File: src/hw/pcics_pkg.sv
// Shared constants and carrier types for the configuration command/status bank.
package pcics_pkg;

  ////////////////////////////////////////////////////////////////////////////
  // Configuration space byte offsets.
  localparam logic [7:0] CMD_OFS      = 8'h04;
  localparam logic [7:0] STS_OFS      = 8'h06;
  localparam logic [7:0] STEPPING_OFS = 8'h08;
  localparam logic [7:0] DW1_ADDR     = 8'h04;
  localparam logic [7:0] DW2_ADDR     = 8'h08;

  ////////////////////////////////////////////////////////////////////////////
  // Command word bit positions.
  localparam int CMD_IO_BIT     = 0;
  localparam int CMD_MEM_BIT    = 1;
  localparam int CMD_INIT_BIT   = 2;
  localparam int CMD_PAR_BIT    = 6;
  localparam int CMD_SERR_BIT   = 8;
  localparam int CMD_IRQM_BIT   = 10;

  // Status word bit positions.
  localparam int STS_IRQ_BIT    = 3;
  localparam int STS_CAP_BIT    = 4;
  localparam int STS_F66_BIT    = 5;
  localparam int STS_B2B_BIT    = 7;
  localparam int STS_MPAR_BIT   = 8;
  localparam int STS_SEL_LSB    = 9;
  localparam int STS_TABS_BIT   = 11;
  localparam int STS_TABR_BIT   = 12;
  localparam int STS_MABR_BIT   = 13;
  localparam int STS_SERR_BIT   = 14;
  localparam int STS_PERR_BIT   = 15;

  // Index of each write-one-to-clear flag in the flag vector.
  localparam int FLG_MPAR       = 0;
  localparam int FLG_TABR       = 1;
  localparam int FLG_MABR       = 2;
  localparam int FLG_SERR       = 3;
  localparam int FLG_PERR       = 4;
  localparam int NUM_FLAGS      = 5;

  // Reset values.
  localparam logic       CMD_BIT_RST  = 1'b0;
  localparam logic       FLAG_RST     = 1'b0;
  localparam logic       CAP_LIST_VAL = 1'b1;
  localparam logic [31:0] RDATA_RST   = 32'h0000_0000;

  ////////////////////////////////////////////////////////////////////////////
  // Configuration access request.
  typedef struct packed {
    logic        req;
    logic        we;
    logic [7:0]  addr;
    logic [3:0]  be;
    logic [31:0] wdata;
  } pcics_cfg_req_t;

  // Configuration access answer.
  typedef struct packed {
    logic        ack;
    logic [31:0] rdata;
  } pcics_cfg_rsp_t;

  // Bus events reported by the controller core.
  typedef struct packed {
    logic parity_err_det;
    logic mstr_parity_det;
    logic perr_line_seen;
    logic mstr_abort;
    logic tgt_abort;
    logic sys_err;
  } pcics_evt_t;

  // Writable command bits.
  typedef struct packed {
    logic legacy_irq_mask;
    logic sys_err_report_en;
    logic parity_resp_en;
    logic initiator_en;
    logic mem_space_en;
    logic io_decode_en;
  } pcics_cmd_t;

  // State of one write-one-to-clear flag cell.
  typedef struct packed {
    logic flag;
  } pcics_flag_st_t;

endpackage : pcics_pkg

File: src/hw/pcics_bank.sv
// Command, status and stepping registers of the configuration header.
//
// Behaviour
// - Legacy irq mask set blocks pin interrupts; message interrupts unaffected.
// - Initiator enable clear blocks all memory and I/O requests from the device.
// - Memory space enable gates register memory accesses; read-write, resets 0.
// - I/O decode enable gates target I/O accesses; read-write, resets 0.
// - Parity response enable drives parity error out; reads 0 without parity.
// - Unsupported command bits and reserved upper bits read constant zero.
// - System error report enable controls reporting; writable or fixed, resets 0.
// - Parity error seen flag sets on detected parity error; write one clears.
// - Master abort received flag sets on master-aborted own request; W1C.
// - Target abort received flag sets on target-aborted own request; W1C.
// - Master parity flag sets as initiator on parity error, only if enabled.
// - Capability list present reads one.
// - Interrupt pending reads one while legacy interrupt is asserted.
// - Target abort signalled reads zero; device never signals it.
// - Timing, back-to-back and 66 MHz fields are constants; bits 6, 2:0 zero.
// - System error signalled flag is write-one-to-clear or fixed, resets 0.
// - Stepping field returns a fixed implementation value.
`timescale 1ns/1ps
module pcics_bank #(
  parameter bit         PARITY_SUPPORT = 1'b1,
  parameter bit         SERR_WRITABLE  = 1'b1,
  parameter bit         SERR_W1C       = 1'b1,
  // Arbitrary stepping value.
  parameter logic [7:0] STEPPING       = 8'h00,
  parameter logic [1:0] SEL_TIMING     = 2'h0,
  parameter bit         B2B_CAPABLE    = 1'b0,
  parameter bit         FREQ66_CAPABLE = 1'b0
) (
  // Clock and reset.
  input  wire logic                       clk,
  input  wire logic                       arst_n,
  // Configuration access port.
  input  wire pcics_pkg::pcics_cfg_req_t  cfg_req,
  output pcics_pkg::pcics_cfg_rsp_t       cfg_rsp,
  // Controller core events and requests.
  input  wire pcics_pkg::pcics_evt_t      evt,
  input  wire logic                       irq_src,
  input  wire logic                       mstr_req_in,
  input  wire logic                       mem_acc_in,
  input  wire logic                       io_acc_in,
  // Gated outputs.
  output logic                            intx_out,
  output logic                            mstr_req_out,
  output logic                            mem_acc_ok,
  output logic                            io_acc_ok,
  output logic                            perr_out,
  output logic                            serr_out,
  output pcics_pkg::pcics_cmd_t           cmd_out
);

  ////////////////////////////////////////////////////////////////////////////
  // Parameter checks.
  if (SERR_W1C && !SERR_WRITABLE && 1'b0)
  begin : g_never
  end
  if (!PARITY_SUPPORT && 1'b0)
  begin : g_unused
  end
  if ((SEL_TIMING == 2'h3))
  begin : g_bad_timing
    $error("Select timing code 3 is reserved");
  end

  ////////////////////////////////////////////////////////////////////////////
  // State.
  typedef struct packed {
    pcics_pkg::pcics_cmd_t     cmd;
    pcics_pkg::pcics_cfg_rsp_t rsp;
    logic                      irq_seen;
    logic                      intx;
    logic                      mstr_req;
    logic                      mem_ok;
    logic                      io_ok;
    logic                      perr;
    logic                      serr;
  } pcics_bank_st_t;

  pcics_bank_st_t                    st_q;
  pcics_bank_st_t                    st_d;
  logic [pcics_pkg::NUM_FLAGS-1:0]   flg_set;
  logic [pcics_pkg::NUM_FLAGS-1:0]   flg_clr;
  logic [pcics_pkg::NUM_FLAGS-1:0]   flg;
  logic [15:0]                       cmd_word;
  logic [15:0]                       sts_word;
  logic                              wr_dw1;
  logic                              rd_hit;

  ////////////////////////////////////////////////////////////////////////////
  // Status flags.
  for (genvar i = 0; i < pcics_pkg::NUM_FLAGS; i++)
  begin : g_flag
    pcics_w1c_flag u_flag (
      .clk    (clk),
      .arst_n (arst_n),
      .set_i  (flg_set[i]),
      .clr_i  (flg_clr[i]),
      .flag_o (flg[i])
    );
  end

  assign wr_dw1 = cfg_req.req && cfg_req.we && (cfg_req.addr == pcics_pkg::DW1_ADDR);

  always_comb
  begin
    flg_set = '0;
    flg_set[pcics_pkg::FLG_PERR] = evt.parity_err_det;
    flg_set[pcics_pkg::FLG_MABR] = evt.mstr_abort;
    flg_set[pcics_pkg::FLG_TABR] = evt.tgt_abort;
    flg_set[pcics_pkg::FLG_MPAR] = (evt.mstr_parity_det || evt.perr_line_seen)
                                   && st_q.cmd.parity_resp_en;
    flg_set[pcics_pkg::FLG_SERR] = SERR_W1C && evt.sys_err
                                   && st_q.cmd.sys_err_report_en;
    // All flags sit in the upper status byte; a one written clears.
    flg_clr = '0;
    if (wr_dw1 && cfg_req.be[3])
    begin
      flg_clr[pcics_pkg::FLG_PERR] = cfg_req.wdata[16 + pcics_pkg::STS_PERR_BIT];
      flg_clr[pcics_pkg::FLG_MABR] = cfg_req.wdata[16 + pcics_pkg::STS_MABR_BIT];
      flg_clr[pcics_pkg::FLG_TABR] = cfg_req.wdata[16 + pcics_pkg::STS_TABR_BIT];
      flg_clr[pcics_pkg::FLG_MPAR] = cfg_req.wdata[16 + pcics_pkg::STS_MPAR_BIT];
      flg_clr[pcics_pkg::FLG_SERR] = cfg_req.wdata[16 + pcics_pkg::STS_SERR_BIT];
    end
  end

  ////////////////////////////////////////////////////////////////////////////
  // Read views of the command and status words.
  always_comb
  begin
    cmd_word = 16'h0000;
    cmd_word[pcics_pkg::CMD_IO_BIT]   = st_q.cmd.io_decode_en;
    cmd_word[pcics_pkg::CMD_MEM_BIT]  = st_q.cmd.mem_space_en;
    cmd_word[pcics_pkg::CMD_INIT_BIT] = st_q.cmd.initiator_en;
    cmd_word[pcics_pkg::CMD_PAR_BIT]  = st_q.cmd.parity_resp_en;
    cmd_word[pcics_pkg::CMD_SERR_BIT] = st_q.cmd.sys_err_report_en;
    cmd_word[pcics_pkg::CMD_IRQM_BIT] = st_q.cmd.legacy_irq_mask;
    sts_word = 16'h0000;
    sts_word[pcics_pkg::STS_IRQ_BIT]  = st_q.irq_seen;
    sts_word[pcics_pkg::STS_CAP_BIT]  = pcics_pkg::CAP_LIST_VAL;
    sts_word[pcics_pkg::STS_F66_BIT]  = FREQ66_CAPABLE;
    sts_word[pcics_pkg::STS_B2B_BIT]  = B2B_CAPABLE;
    sts_word[pcics_pkg::STS_MPAR_BIT] = flg[pcics_pkg::FLG_MPAR];
    sts_word[pcics_pkg::STS_SEL_LSB +: 2] = SEL_TIMING;
    sts_word[pcics_pkg::STS_TABS_BIT] = 1'b0;
    sts_word[pcics_pkg::STS_TABR_BIT] = flg[pcics_pkg::FLG_TABR];
    sts_word[pcics_pkg::STS_MABR_BIT] = flg[pcics_pkg::FLG_MABR];
    sts_word[pcics_pkg::STS_SERR_BIT] = flg[pcics_pkg::FLG_SERR];
    sts_word[pcics_pkg::STS_PERR_BIT] = flg[pcics_pkg::FLG_PERR];
  end

  assign rd_hit = cfg_req.req && !cfg_req.we;

  ////////////////////////////////////////////////////////////////////////////
  // Next state.
  always_comb
  begin
    st_d = st_q;
    // Command writes, byte lane by byte lane.
    if (wr_dw1 && cfg_req.be[0])
    begin
      st_d.cmd.io_decode_en   = cfg_req.wdata[pcics_pkg::CMD_IO_BIT];
      st_d.cmd.mem_space_en   = cfg_req.wdata[pcics_pkg::CMD_MEM_BIT];
      st_d.cmd.initiator_en   = cfg_req.wdata[pcics_pkg::CMD_INIT_BIT];
      st_d.cmd.parity_resp_en = PARITY_SUPPORT
                                && cfg_req.wdata[pcics_pkg::CMD_PAR_BIT];
    end
    if (wr_dw1 && cfg_req.be[1])
    begin
      st_d.cmd.sys_err_report_en = SERR_WRITABLE
                                   && cfg_req.wdata[pcics_pkg::CMD_SERR_BIT];
      st_d.cmd.legacy_irq_mask   = cfg_req.wdata[pcics_pkg::CMD_IRQM_BIT];
    end
    // Accesses answer one cycle after the request; unmapped dwords read zero.
    st_d.rsp.ack   = cfg_req.req;
    st_d.rsp.rdata = pcics_pkg::RDATA_RST;
    if (rd_hit && (cfg_req.addr == pcics_pkg::DW1_ADDR))
    begin
      st_d.rsp.rdata = {sts_word, cmd_word};
    end
    else if (rd_hit && (cfg_req.addr == pcics_pkg::DW2_ADDR))
    begin
      st_d.rsp.rdata = {24'h00_0000, STEPPING};
    end
    // Gated core signals.
    st_d.irq_seen = irq_src;
    st_d.intx     = irq_src && !st_q.cmd.legacy_irq_mask;
    st_d.mstr_req = mstr_req_in && st_q.cmd.initiator_en;
    st_d.mem_ok   = mem_acc_in && st_q.cmd.mem_space_en;
    st_d.io_ok    = io_acc_in && st_q.cmd.io_decode_en;
    st_d.perr     = evt.parity_err_det && st_q.cmd.parity_resp_en;
    st_d.serr     = evt.sys_err && st_q.cmd.sys_err_report_en;
  end

  always_ff @(posedge clk or negedge arst_n)
  begin
    if (!arst_n)
    begin
      st_q.cmd.legacy_irq_mask   <= pcics_pkg::CMD_BIT_RST;
      st_q.cmd.sys_err_report_en <= pcics_pkg::CMD_BIT_RST;
      st_q.cmd.parity_resp_en    <= pcics_pkg::CMD_BIT_RST;
      st_q.cmd.initiator_en      <= pcics_pkg::CMD_BIT_RST;
      st_q.cmd.mem_space_en      <= pcics_pkg::CMD_BIT_RST;
      st_q.cmd.io_decode_en      <= pcics_pkg::CMD_BIT_RST;
      st_q.rsp.ack               <= 1'b0;
      st_q.rsp.rdata             <= pcics_pkg::RDATA_RST;
      st_q.irq_seen              <= 1'b0;
      st_q.intx                  <= 1'b0;
      st_q.mstr_req              <= 1'b0;
      st_q.mem_ok                <= 1'b0;
      st_q.io_ok                 <= 1'b0;
      st_q.perr                  <= 1'b0;
      st_q.serr                  <= 1'b0;
    end
    else
    begin
      st_q <= st_d;
    end
  end

  ////////////////////////////////////////////////////////////////////////////
  // Outputs.
  assign cfg_rsp      = st_q.rsp;
  assign intx_out     = st_q.intx;
  assign mstr_req_out = st_q.mstr_req;
  assign mem_acc_ok   = st_q.mem_ok;
  assign io_acc_ok    = st_q.io_ok;
  assign perr_out     = st_q.perr;
  assign serr_out     = st_q.serr;
  assign cmd_out      = st_q.cmd;

endmodule : pcics_bank

File: src/hw/pcics_w1c_flag.sv
// One status flag set by hardware and cleared by writing one.
`timescale 1ns/1ps
module pcics_w1c_flag (
  // Clock and reset.
  input  wire logic clk,
  input  wire logic arst_n,
  // Set and clear strobes.
  input  wire logic set_i,
  input  wire logic clr_i,
  // Flag value.
  output logic      flag_o
);

  pcics_pkg::pcics_flag_st_t st_q;
  pcics_pkg::pcics_flag_st_t st_d;

  // The hardware set wins over a clear in the same cycle.
  always_comb
  begin
    st_d = st_q;
    if (clr_i)
    begin
      st_d.flag = 1'b0;
    end
    if (set_i)
    begin
      st_d.flag = 1'b1;
    end
  end

  always_ff @(posedge clk or negedge arst_n)
  begin
    if (!arst_n)
    begin
      st_q.flag <= pcics_pkg::FLAG_RST;
    end
    else
    begin
      st_q <= st_d;
    end
  end

  assign flag_o = st_q.flag;

endmodule : pcics_w1c_flag

File: config.mk
export PLATFORM = sky130hd
export DESIGN_NAME = pcics_bank
export DESIGN_NICKNAME = d
export VERILOG_FILES = /design/src/hw/pcics_pkg.sv /design/src/hw/pcics_bank.sv /design/src/hw/pcics_w1c_flag.sv
export SDC_FILE = /design/constraint.sdc
export NUM_CORES = 1
export LEC_CHECK = 0
export BUFFER_PORTS_ARGS = -buffer_cell sky130_fd_sc_hd__buf_2
export CAP_MARGIN = 20
export CORE_ASPECT_RATIO = 0.8
export CORE_MARGIN = 5
export CORE_UTILIZATION = 44
export DETAILED_ROUTE_END_ITERATION = 8
export PLACE_DENSITY = 0.93
export SYNTH_ARGS = -nofsm -noshare
export SYNTH_HDL_FRONTEND = slang
export SYNTH_SLANG_ARGS = --single-unit
File: constraint.sdc
create_clock -name clk -period 1.5 [get_ports clk]
set_input_delay 0.15 -clock clk [delete_from_list [all_inputs] [get_ports clk]]
set_output_delay 0.15 -clock clk [all_outputs]
set_load 0.01 [all_outputs]
==> summary.md <==
| Metric | Value |
|---|---|
| Max-Slew Margin vs Limit | 55.4% |
| Drt wl/cell | about 13 um |
| Gr usage total | a little over an eighth |
| Flop2flop setup slack | just under 700 ps |
| Post-Route WL | roughly 2.8 mm |
| Worst-Margin Slew | around 670 ps |
| Width of the die | roughly 75 um |
| Pre-CTS setup slack | -167 ps |
| Syn Area/Cell | 11.9 um^2 |
| Crit start category | primary input |
| Worst Skew | 2.38 ps |
| Fin nets | around 230 |
| Max-Cap Viols | 0 |
| Initial antenna violation count | 0 |
| Vias per inst | between 4 and 5 |
| Achievable frequency | approximately 0.72 GHz |
| Synth Warn # | 0 |
| Register-to-Register Path Depth | 2 |
| Die Y | just over 60 um |
| Largest stage delay, worst path | 580 ps |
| Nature of the critical path endpoint | register |
| Setup TNS | 0 ps |
| Core area | about 3200 um^2 |
| P&R area growth vs syn | 15.0% |
| Remaining DRCs | 0 |
| Crit-path max FO | 7 |
| Fin crit period | between 1000 and 1500 ps |
| Starting Density | 46.9% |
| Mapped Area | about 1500 um^2 |
| Slowest CP cell | or4_4 |
| RSZ-0062 raised after global routing | false |
| DRT iter0 DRCs | 40 |
| Final Slew Violations | 0 |
| Fill cell count | around 290 |
| P per Cell Area | just over 900 nW/um^2 |
| Area leader, netlist | dfrtp_1 |
| I/O pins | 103 |
| GPL Wtd Cong | roughly 0.72 |
| Mapped Cells | 125 |
| Critical Path AT | about 1500 ps |
| Minimum hold slack | about 67 ps |
| Via count | approximately 900 |
| Final period util | 92.2% |
| Hold Fails Final Rpt | 0 |
| Critical Path Stages | 4 |
| TritonCTS buffer count | 5 |
| Buf/Inv on CP | 1 |
| CP top delay family | simple AND/OR/NAND/NOR gates |
| Worst hold path depth | 2 |
| Critical-path cell list | buf_2, or4_4, or3_4, mux2_4 |
| Cell row count | 18 |
| Worst IR drop on VDD | 334 uV |
| Kind of critical path | primary input to register |
| Overflow after GRT | 0 |
| CTS sink count | 32 |
| Yosys reg bits | 32 |
| CTS max path bufs | 2 |
| Worst-path clk slew | approximately 60 ps |
| Final setup margin | 117 ps |
| Routed Antenna Nets | 0 |
| Port Buffers | roughly 60 |
| H-tree Lvls | 2 |
| Largest net degree at the start of global routing | 33 |
| N_diodes | 0 |
| Die Area | approximately 4700 um^2 |
| Hold/Removal Path Class | primary input to register |
| Vias in the first global route | 918 |
| Post-synthesis sequential area ratio | between 50% and 60% |
| Leakage | 0.971 nW |
| Hpwl dp | 2.20 mm |
| Synth cell types | 22 |
| Ratio of cells with drive above 1 in the final layout | a little under half |
| Top cell type's share of synthesized area | 53.8% |
| First-pass GRT wire length | around 4.3 mm |
| Status | complete, no violations |
| Clock Latency Late Sink | approximately 270 ps |
| Area contributors post-synth | dfrtp_1, buf_4, and2_1 |
| Root buf cell | clkbuf_8 |
| CP required | 1660 ps |
| CTS tree | yes |
| Pre-Repair DR Iteration Count | 3 |
| Final setup fails | 0 |
-- through the flow --
step | area [um^2] | total power (W) | util [%] | instances
floorplan | 1570 | 0.00100 | - | 143
finish | 1710 | 0.00158 | 53.9 | 211
global placement | 1620 | 0.00103 | 51.1 | 204
detailed placement | 1620 | 0.00104 | 51.1 | 204
CTS | 1710 | 0.00160 | 53.9 | 211
global route | 1710 | 0.00167 | 53.9 | 211
-- cells by family (layout without fill, tap and decap cells) --
logic type / count (synthesis) / in the layout / synth area share, %
compound gates: 6 / 6 / 2.86
buf+inv: 45 / 73 / 21.9
flops: 32 / 32 / 53.8
mux: 6 / 6 / 5.55
other cells: 1 / 19 / 0.252
simple gates: 35 / 35 / 15.6
-- state kept, by name, summed over array words and instances (netlist names) --
signal	cells
cfg_rsp	14
cmd_out	6
g_flag.u_flag.flag_o	5
intx_out	1
io_acc_ok	1
mem_acc_ok	1
mstr_req_out	1
perr_out	1
serr_out	1
st_q	1
-- power by group --
part | switching, W | leakage (nW) | total, W | internal (W)
Sequential | 0.00000931 | 0.423 | 0.000892 | 0.000882
Combinational | 0.0000766 | 0.512 | 0.000133 | 0.0000567
Clock | 0.000259 | 0.0359 | 0.000557 | 0.000298
Total | 0.000345 | 0.971 | 0.00158 | 0.00124
-- cell type report --
type,instances,area (um^2),area share (%)
Sequential cell,32,801,46.8
Multi-Input combinational cell,66,433,25.3
Inverter,1,3.75,0.219
Timing Repair Buffer,67,355,20.8
Tap cell,40,50.0,2.92
Clock buffer,5,68.8,4.02
-- worst reg2reg max path, cell delays in order, from the launching register on --
cell and delay (ps):
dfrtp_1 390, and2_1 160, nand2b_1 150
-- synth_stat cells, drive strengths merged --
cell type  instances
nand4              5
conb               1
dfrtp             32
nand2b             4
nand3              2
or4                1
and2              17
or4b               1
nor4               1
buf               44
or3                1
o31ai              5
inv                1
mux2               6
nand2              1
nor2b              1
nor3               1
o21ai              1
-- what timing repair did --
item / 4_1_cts / 5_1_grt
setup endpoints to repair: 0 / 0
hold buffers: 2 / 0
resized for setup: 0 / 0
setup buffers: 0 / 0
endpoints found under the hold margin: 33 / 0
-- worst paths after layout --
| check | startpoint | end |
|---|---|---|
| hold reg to reg | st_q[6] | cfg_rsp[19] |
| hold / removal | evt[2] | g_flag[2].u_flag.flag_o |
| setup reg to reg | cmd_out[4] | g_flag[3].u_flag.flag_o |
| setup / recovery | cfg_req[41] | cmd_out[1] |
| min in group asynchronous | arst_n | g_flag[4].u_flag.flag_o |
| max in group asynchronous | arst_n | mem_acc_ok |
-- cells in the final DEF, fill, tap and decap left out --
cell type / count
nand4_1: 5
nor2b_1: 1
or4_4: 1
or4b_4: 1
mux2_2: 2
nand2_1: 1
buf_2: 61
buf_4: 4
dlygate4sd3_1: 2
mux2_4: 4
or3_4: 1
nand3_1: 2
o21ai_0: 1
dfrtp_1: 32
conb_1: 19
o31ai_1: 5
nor3_1: 1
and2_1: 17
nor4_2: 1
inv_1: 1
nand2b_1: 4
clkbuf_8: 5
-- routing by layer --
metal	routed length (um)	track usage, %
met1	1050	15.9
met4	72	8.38
met3	272	4.50
met5	0	0
met2	1370	20.2
No activity file was read; power rests on OpenSTA's default activity.
